`src/streamer_map.svh`:
```
// Constants for the dual mode transmit-only streamer.
`ifndef STREAMER_MAP_SVH
`define STREAMER_MAP_SVH
`define STREAM_START_ADDR 7'h00
`define STREAM_LAST_ADDR 7'h7F
`define STREAM_SYNC_CLOCKS 4'h9
`define STREAM_SLOT_BITS 4'h9
`define STREAM_NULL_SLOT 4'h8
`define STREAM_REVERT_PULSES 8'h80
`define STREAM_CTRL_CODE 7'h50
`define STREAM_CTRL_LAST 4'h7
`define STREAM_SDA_IDLE 1'h1
`endif

```
`src/streamer_pkg.sv`:
```
// Types shared by the streamer files.
`default_nettype none
package streamer_pkg;
   typedef enum logic [1:0] {
      MODE_SYNC = 2'b00,
      MODE_STREAM = 2'b01,
      MODE_TRANSIT = 2'b10,
      MODE_BIDIR = 2'b11
   } mode_t;

   typedef struct packed {
      logic vclk_rise;
      logic scl_fall;
      logic scl_rise;
      logic sda_in;
      logic start_seen;
   } pin_events_t;

   typedef struct packed {
      logic drive_low;
      logic oe;
   } sda_drive_t;
endpackage
`default_nettype wire

```
`src/dual_mode_transmit_only_streamer.sv`:
```
// Transmit-only streamer of a 128-byte serial memory with switch to two-wire mode.
`include "streamer_map.svh"
`default_nettype none
module dual_mode_transmit_only_streamer #(
   parameter int DEPTH = 128,
   parameter logic [127:0][7:0] INIT_ARRAY = '0
) (
   input wire logic i_clk,
   input wire logic i_resetn,
   input wire logic i_vclk,
   input wire logic i_scl,
   input wire logic i_sda,
   input wire logic i_mem_we,
   input wire logic [6:0] i_mem_addr,
   input wire logic [7:0] i_mem_wdata,
   output logic o_sda_out,
   output logic o_sda_oe,
   output logic [1:0] o_mode,
   output logic o_bidir,
   output logic o_write_enable
);
   if (DEPTH != 128) begin : g_depth_check
      $error("Depth must be 128 for a seven-bit pointer");
   end

   // ----------------------------------------
   // Elaboration checks
   // ----------------------------------------
   // The slot counter and the pointer are sized for these values only.
   if (`STREAM_SLOT_BITS != `STREAM_NULL_SLOT + 4'h1) begin : g_slot_check
      $error("The null bit must be the last bit of a slot");
   end
   if (`STREAM_LAST_ADDR != 7'(DEPTH - 1)) begin : g_last_check
      $error("The last address must be the top of the array");
   end
   if (`STREAM_SYNC_CLOCKS == 4'h0) begin : g_sync_check
      $error("At least one synchronisation clock is needed");
   end
   if (`STREAM_REVERT_PULSES == 8'h00) begin : g_revert_check
      $error("The fall-back count must not be zero");
   end

   typedef struct packed {
      streamer_pkg::mode_t mode;
      logic [3:0] sync_cnt;
      logic [3:0] bit_cnt;
      logic [6:0] ptr;
      logic [7:0] revert_cnt;
      logic [3:0] rx_cnt;
      logic [7:0] rx_shift;
      streamer_pkg::sda_drive_t sda;
   } state_t;

   state_t s_q;
   state_t s_d;
   logic [7:0] mem_q [DEPTH];
   streamer_pkg::pin_events_t ev;
   logic vclk_level;
   logic [7:0] cur_byte;
   logic [7:0] first_byte;

   // ----------------------------------------
   // Pin sampling
   // ----------------------------------------
   pin_sync u_pin_sync (
      .i_clk(i_clk),
      .i_resetn(i_resetn),
      .i_vclk(i_vclk),
      .i_scl(i_scl),
      .i_sda(i_sda),
      .o_events(ev),
      .o_vclk_level(vclk_level)
   );

   // ----------------------------------------
   // Array storage
   // ----------------------------------------
   // The array is loaded from a user port; two-wire writes are outside this block.
   always_ff @(posedge i_clk) begin
      if (!i_resetn) begin
         for (int i = 0; i < DEPTH; i++) begin
            mem_q[i] <= INIT_ARRAY[i];
         end
      end else if (i_mem_we) begin
         mem_q[i_mem_addr] <= i_mem_wdata;
      end
   end

   assign cur_byte = mem_q[s_q.ptr];
   assign first_byte = mem_q[`STREAM_START_ADDR];

   // ----------------------------------------
   // Helper functions
   // ----------------------------------------
   // Slot zero carries the top bit of the byte.
   function automatic logic bit_of(input logic [7:0] b, input logic [3:0] idx);
      bit_of = b[3'(4'h7 - idx)];
   endfunction

   // Open-drain: a one is sent by releasing the line, a zero by pulling it low.
   function automatic streamer_pkg::sda_drive_t drive_for(input logic value);
      streamer_pkg::sda_drive_t d;
      d.drive_low = !value;
      d.oe = !value;
      return d;
   endfunction

   function automatic streamer_pkg::sda_drive_t released();
      return drive_for(`STREAM_SDA_IDLE);
   endfunction

   // The wrap is written out so that the pointer never relies on overflow.
   function automatic logic [6:0] next_ptr(input logic [6:0] p);
      logic [6:0] n;
      if (p == `STREAM_LAST_ADDR) begin
         n = `STREAM_START_ADDR;
      end else begin
         n = p + 7'h01;
      end
      return n;
   endfunction

   // Only the seven address bits are compared; the read or write bit is free.
   function automatic logic ctrl_match(input logic [6:0] addr);
      return addr == `STREAM_CTRL_CODE;
   endfunction

   // Starts a byte at the pointer already held in s by driving its top bit.
   function automatic state_t start_stream(input state_t s, input logic [7:0] b);
      state_t n;
      n = s;
      n.mode = streamer_pkg::MODE_STREAM;
      n.bit_cnt = 4'h1;
      n.sda = drive_for(bit_of(b, 4'h0));
      return n;
   endfunction

   // A byte in flight is cut short: the shared line is released at once.
   function automatic state_t enter_transit(input state_t s);
      state_t n;
      n = s;
      n.mode = streamer_pkg::MODE_TRANSIT;
      n.sda = released();
      n.revert_cnt = 8'h00;
      n.rx_cnt = 4'h0;
      return n;
   endfunction

   // ----------------------------------------
   // Synchronisation after power-up
   // ----------------------------------------
   // Edges before the tenth are only counted; the line stays released.
   function automatic state_t step_sync(input state_t s,
                                        input streamer_pkg::pin_events_t e,
                                        input logic [7:0] b);
      state_t n;
      n = s;
      n.sda = released();
      if (e.scl_fall) begin
         n = enter_transit(s);
      end else if (e.vclk_rise) begin
         if (s.sync_cnt == `STREAM_SYNC_CLOCKS) begin
            // Tenth rising edge: first top bit of location zero.
            n = start_stream(s, b);
         end else begin
            n.sync_cnt = s.sync_cnt + 4'h1;
         end
      end
      return n;
   endfunction

   // ----------------------------------------
   // Streaming
   // ----------------------------------------
   // Nine slots per byte: eight data bits, then the null bit.
   function automatic state_t step_stream(input state_t s,
                                          input streamer_pkg::pin_events_t e,
                                          input logic [7:0] b);
      state_t n;
      n = s;
      if (e.scl_fall) begin
         n = enter_transit(s);
      end else if (e.vclk_rise) begin
         if (s.bit_cnt == `STREAM_NULL_SLOT) begin
            n.sda = released();
            n.bit_cnt = 4'h0;
            n.ptr = next_ptr(s.ptr);
         end else begin
            n.sda = drive_for(bit_of(b, s.bit_cnt));
            n.bit_cnt = s.bit_cnt + 4'h1;
         end
      end
      return n;
   endfunction

   // ----------------------------------------
   // Transition state
   // ----------------------------------------
   // Counts transmit clock pulses and listens for the control byte at once.
   function automatic state_t step_transit(input state_t s,
                                           input streamer_pkg::pin_events_t e,
                                           input logic [7:0] b0);
      state_t n;
      n = s;
      n.sda = released();
      if (e.start_seen) begin
         n.rx_cnt = 4'h0;
      end
      if (e.scl_fall) begin
         n.revert_cnt = 8'h00;
      end else if (e.vclk_rise) begin
         if (s.revert_cnt == `STREAM_REVERT_PULSES - 8'h01) begin
            // Restart the stream from location zero, top bit first.
            n.ptr = `STREAM_START_ADDR;
            n = start_stream(n, b0);
         end else begin
            n.revert_cnt = s.revert_cnt + 8'h01;
         end
      end
      if (e.scl_rise && s.rx_cnt <= `STREAM_CTRL_LAST && !e.start_seen) begin
         n.rx_shift = {s.rx_shift[6:0], e.sda_in};
         n.rx_cnt = s.rx_cnt + 4'h1;
         if (s.rx_cnt == `STREAM_CTRL_LAST && ctrl_match(s.rx_shift[6:0])) begin
            n.mode = streamer_pkg::MODE_BIDIR;
            n.sda = released();
         end
      end
      return n;
   endfunction

   // ----------------------------------------
   // Bidirectional mode
   // ----------------------------------------
   // Only a power cycle, seen here as reset, leaves this mode.
   function automatic state_t step_bidir(input state_t s);
      state_t n;
      n = s;
      n.sda = released();
      return n;
   endfunction

   // ----------------------------------------
   // Mode register
   // ----------------------------------------
   always_comb begin
      s_d = s_q;
      case (s_q.mode)
         streamer_pkg::MODE_SYNC: begin
            s_d = step_sync(s_q, ev, cur_byte);
         end
         streamer_pkg::MODE_STREAM: begin
            s_d = step_stream(s_q, ev, cur_byte);
         end
         streamer_pkg::MODE_TRANSIT: begin
            s_d = step_transit(s_q, ev, first_byte);
         end
         streamer_pkg::MODE_BIDIR: begin
            s_d = step_bidir(s_q);
         end
         default: begin
            s_d.mode = streamer_pkg::MODE_SYNC;
         end
      endcase
   end

   always_ff @(posedge i_clk) begin
      if (!i_resetn) begin
         s_q <= '{mode: streamer_pkg::MODE_SYNC, sync_cnt: 4'h0, bit_cnt: 4'h0,
                  ptr: `STREAM_START_ADDR, revert_cnt: 8'h00, rx_cnt: 4'h0,
                  rx_shift: 8'h00, sda: 2'b00};
      end else begin
         s_q <= s_d;
      end
   end

   // ----------------------------------------
   // Outputs
   // ----------------------------------------
   assign o_sda_out = !s_q.sda.drive_low;
   assign o_sda_oe = s_q.sda.oe;
   assign o_mode = s_q.mode;
   assign o_bidir = (s_q.mode == streamer_pkg::MODE_BIDIR);
   // Writes in two-wire mode need the transmit clock pin high.
   assign o_write_enable = o_bidir && vclk_level;
endmodule // dual_mode_transmit_only_streamer
`default_nettype wire

```
`src/pin_sync.sv`:
```
// Two-stage synchroniser with edge and start detection for the serial pins.
`default_nettype none
module pin_sync (
   input wire logic i_clk,
   input wire logic i_resetn,
   input wire logic i_vclk,
   input wire logic i_scl,
   input wire logic i_sda,
   output var streamer_pkg::pin_events_t o_events,
   output logic o_vclk_level
);
   typedef struct packed {
      logic [2:0] meta;
      logic [2:0] sync;
      logic [2:0] prev;
   } sync_state_t;

   sync_state_t s_q;
   sync_state_t s_d;

   // ----------------------------------------
   // Synchronise and detect edges
   // ----------------------------------------
   // Only the second and third stages are examined; the first stage may be metastable.
   always_comb begin
      s_d = s_q;
      s_d.meta = {i_vclk, i_scl, i_sda};
      s_d.sync = s_q.meta;
      s_d.prev = s_q.sync;
   end

   always_ff @(posedge i_clk) begin
      if (!i_resetn) begin
         s_q <= '{meta: 3'h7, sync: 3'h7, prev: 3'h7};
      end else begin
         s_q <= s_d;
      end
   end

   always_comb begin
      o_events.vclk_rise = s_q.sync[2] && !s_q.prev[2];
      o_events.scl_fall = !s_q.sync[1] && s_q.prev[1];
      o_events.scl_rise = s_q.sync[1] && !s_q.prev[1];
      o_events.sda_in = s_q.sync[0];
      o_events.start_seen = s_q.sync[1] && s_q.prev[1] && !s_q.sync[0] && s_q.prev[0];
      o_vclk_level = s_q.sync[2];
   end
endmodule // pin_sync
`default_nettype wire

```
`config.mk`:
```
export PLATFORM = sky130hd
export DESIGN_NAME = dual_mode_transmit_only_streamer
export DESIGN_NICKNAME = d
export VERILOG_FILES = /design/src/streamer_pkg.sv /design/src/dual_mode_transmit_only_streamer.sv /design/src/pin_sync.sv
export VERILOG_INCLUDE_DIRS = /design/src
export SDC_FILE = /design/constraint.sdc
export NUM_CORES = 2
export LEC_CHECK = 0
export BUFFER_PORTS_ARGS = -buffer_cell sky130_fd_sc_hd__buf_2
export CAP_MARGIN = 20
export CELL_PAD_IN_SITES_DETAIL_PLACEMENT = 1
export CELL_PAD_IN_SITES_GLOBAL_PLACEMENT = 2
export CORE_ASPECT_RATIO = 0.6
export CORE_MARGIN = 1.5
export CORE_UTILIZATION = 30
export DETAILED_ROUTE_END_ITERATION = 16
export MAX_ROUTING_LAYER = met4
export PLACE_DENSITY = 0.63
export SETUP_SLACK_MARGIN = 0.1
export SYNTH_ARGS = -nofsm -noshare
export SYNTH_HDL_FRONTEND = slang
export SYNTH_SLANG_ARGS = --single-unit
```
`constraint.sdc`:
```
create_clock -name i_clk -period 9.91 [get_ports i_clk]
set_input_delay 1.982 -clock i_clk [delete_from_list [all_inputs] [get_ports i_clk]]
set_output_delay 1.982 -clock i_clk [all_outputs]
set_load 0.1 [all_outputs]
```
==> flow_summary.json <==
{
  "min_from": "u_pin_sync.s_d[5]",
  "clockRootBuffer": "clkbuf_16",
  "h-tree-depth": 3,
  "synth-main-ff-cell": "edfxtp_1",
  "ys.warnings.count": 0,
  "grt_pass1_wl_um": 237000,
  "rsz0062_at_grt": "false",
  "grt_usage": 0.199,
  "cts_inserted_buffers": 102,
  "cap_violations": 0,
  "clk_path_buf_depth": 3,
  "ys_async_sr_fraction": 0,
  "start_kind": "flip-flop",
  "drtPass1Iterations": 5,
  "synth_top_cell_by_area": "edfxtp_1",
  "io-pin-count": 27,
  "clkSinkCount": 1077,
  "vias_per_cell": 5.18,
  "synthCells": 3637,
  "max_slew_margin": 0.270,
  "report.final.slew_viol_count": 0,
  "gp_congestion": 0.830,
  "postCtsHoldBufs": 0,
  "clk_pin_slew_ns": 0.07,
  "fmax_mhz": 201,
  "drc": 0,
  "skew_ns": 0.0277,
  "ys_seq_area_frac": 0.630,
  "drt_wl_total_um": 167000,
  "via_count": 31045,
  "whs_ns": 0.407,
  "die-area_um2": 171000,
  "final_cell_mix": "and2_1, edfxtp_1, mux2i_1, nor2_1, mux4_2",
  "layout_commonest_cell": "and2_1",
  "finalSetupViolCount": 0,
  "grt_pass1_vias": 30217,
  "power.leakage_nw": 18.4,
  "fin_crit_sh": 0.503,
  "path_buf_inv": 2,
  "cts_resized": 0,
  "hold_end": "u_pin_sync.o_vclk_level",
  "cts_tree": "built",
  "die_y_um": 321,
  "finish.instance_area_um2": 56500,
  "clk_latency_ns": 0.73,
  "min_path_cells": 1,
  "core_area_um2": 167000,
  "synth-edff-count": 1024,
  "grt_max_degree": 103,
  "post_cts_buffers": 0,
  "hold_violations": 0,
  "cp_slowest_stage_delay_ns": 0.72,
  "wire_per_inst_um": 27.9,
  "start_util": 0.303,
  "syn_to_final_growth_pct": 11.9,
  "reg2reg_depth": 10,
  "syn_nets": 3669,
  "critPathMaxFanout": 86,
  "arrival_ns": 5.62,
  "critPathKind": "flip-flop to flip-flop",
  "port_buffers": 26,
  "ys_types": 71,
  "drt_iter0_markers": 3848,
  "min_period_ns": 4.98,
  "cpMostUsedCell": "a211oi_1",
  "nNetsFinal": 3686,
  "grt_remaining_overflow": 0,
  "power_per_cell_area_nw_per_um2": 199,
  "synth_top_area_frac": 0.609,
  "crit_path_top_delay_cell": "a211oi_1",
  "die_w_um": 533,
  "hold_class": "flip-flop to flip-flop",
  "antenna_found_initial": 12,
  "num_rows": 116,
  "dpl.hpwl_um": 109000,
  "r2r_end": "s_q[1]",
  "placed_cell_area_um2": 52800,
  "tightestPinTransition_ns": 1.08,
  "worstSetupEndpointType": "flip-flop",
  "status": "completed",
  "syn-cell-area_um2": 50500,
  "crit_chain": "buf_4 > buf_12 > mux4_2 > mux2i_1 > a211oi_1 > a211oi_1 > o21ai_0 > nand4b_1 > a311oi_1 > o32ai_1",
  "cp_top_family": "compound AO/OA/AOI/OAI gates",
  "p_total_w": 0.0112,
  "reg2reg_slack_ns": 4.93,
  "ys_top_cells_by_area": "edfxtp_1, and2_1, mux4_2",
  "worst-endpoint-required_ns": 10.55,
  "drtAntennaViolNets": 0,
  "avgSynthCellArea_um2": 13.9,
  "fin_tns_setup_ns": 0,
  "drive_gt1_frac": 0.146,
  "worst_ir_drop_vdd_mv": 0.131,
  "synth_seq_cells": 1077
}
## metal layers
metal | vias to the layer above | GRT usage | wire length (µm)
met2 | 1182 | 0.256 | 65700
met5 | - | - | 0
li1 | 13456 | - | -
met1 | 16246 | 0.310 | 83900
met4 | 0 | 0.0318 | 2310
met3 | 161 | 0.0526 | 15100
## through the flow
| stage | cells | utilization | setup WS, ns |
|---|---|---|---|
| floorplan | 3637 | - | 5.42 |
| global placement | 5702 | 0.316 | 4.77 |
| detailed placement | 5721 | 0.316 | 4.68 |
| CTS | 5911 | 0.336 | 5.05 |
| global route | 5987 | 0.338 | 4.74 |
| finish | 5989 | 0.339 | 4.93 |
## cells in the mapped netlist (5+ instances only)
library cell  count
nor4_1           18
clkbuf_1        204
o22ai_1          36
nor2_1          185
buf_12            8
nand2_1          82
nand2b_1         18
nor2b_1          20
nor3_1           31
o211ai_1          5
edfxtp_1       1024
or2_2             5
or3_1             6
a31oi_1          10
a21oi_1          45
buf_1             7
a21boi_0          9
mux4_2          169
o21ai_0         165
xor2_1            8
dfxtp_1          53
a211oi_1         24
buf_4             7
a2111oi_0         8
mux2i_1         186
and2_1         1037
o221ai_1         67
buf_6            26
buf_2            34
inv_1            13
nand3b_1          6
ha_1             11
nand3_1          35
o31ai_1           5
nand4_1           8
## worst max path at each step
| stage | start | to | depth (start not counted) | slack, ns |
|---|---|---|---|---|
| floorplan | i_mem_addr[0] | mem_q[1][0] | 7 | 5.42 |
| global placement | i_resetn | mem_q[93][3] | 5 | 4.77 |
| detailed placement | i_resetn | mem_q[44][3] | 5 | 4.68 |
| CTS | flip-flop | s_q[1] | 10 | 5.05 |
| global route | flip-flop | s_q[1] | 11 | 4.74 |
| finish | flip-flop | s_q[1] | 10 | 4.93 |
## flip-flops by register name, summed over array words and instances (netlist names), named ones only
signal,cells
o_mode,2
u_pin_sync.o_vclk_level,1
u_pin_sync.s_d,4
u_pin_sync.s_q,3
mem_q,1024
s_q,35
u_pin_sync.o_events,1
## power breakdown
group          switching (W)  leakage [nW]  internal [W]
combinational        0.00116          6.61      0.000695
clock                0.00183          1.61       0.00220
sequential          0.000137          10.2       0.00520
total                0.00313          18.4       0.00810
## cells by family after synthesis
family                   share of synthesized area
AO/OA/AOI/OAI                               0.0516
buffers and inverters                       0.0303
AND/OR/NAND/NOR                              0.169
adder cells (fa/ha/maj)                    0.00273
XOR/XNOR                                   0.00208
multiplexers                                 0.115
flip-flops                                   0.630
## layout make-up
| class | count | area (µm²) |
|---|---|---|
| Antenna cell | 7 | 17.5 |
| Sequential cell | 1077 | 31800 |
| Timing Repair Buffer | 200 | 1330 |
| Clock buffer | 127 | 2750 |
| Tap cell | 2242 | 2810 |
| Clock inverter | 63 | 541 |
| Fill cell | 17556 | 110000 |
| Inverter | 13 | 48.8 |
| Multi-Input combinational cell | 2260 | 17200 |
Note: power is estimated with default switching activity, not from simulation.
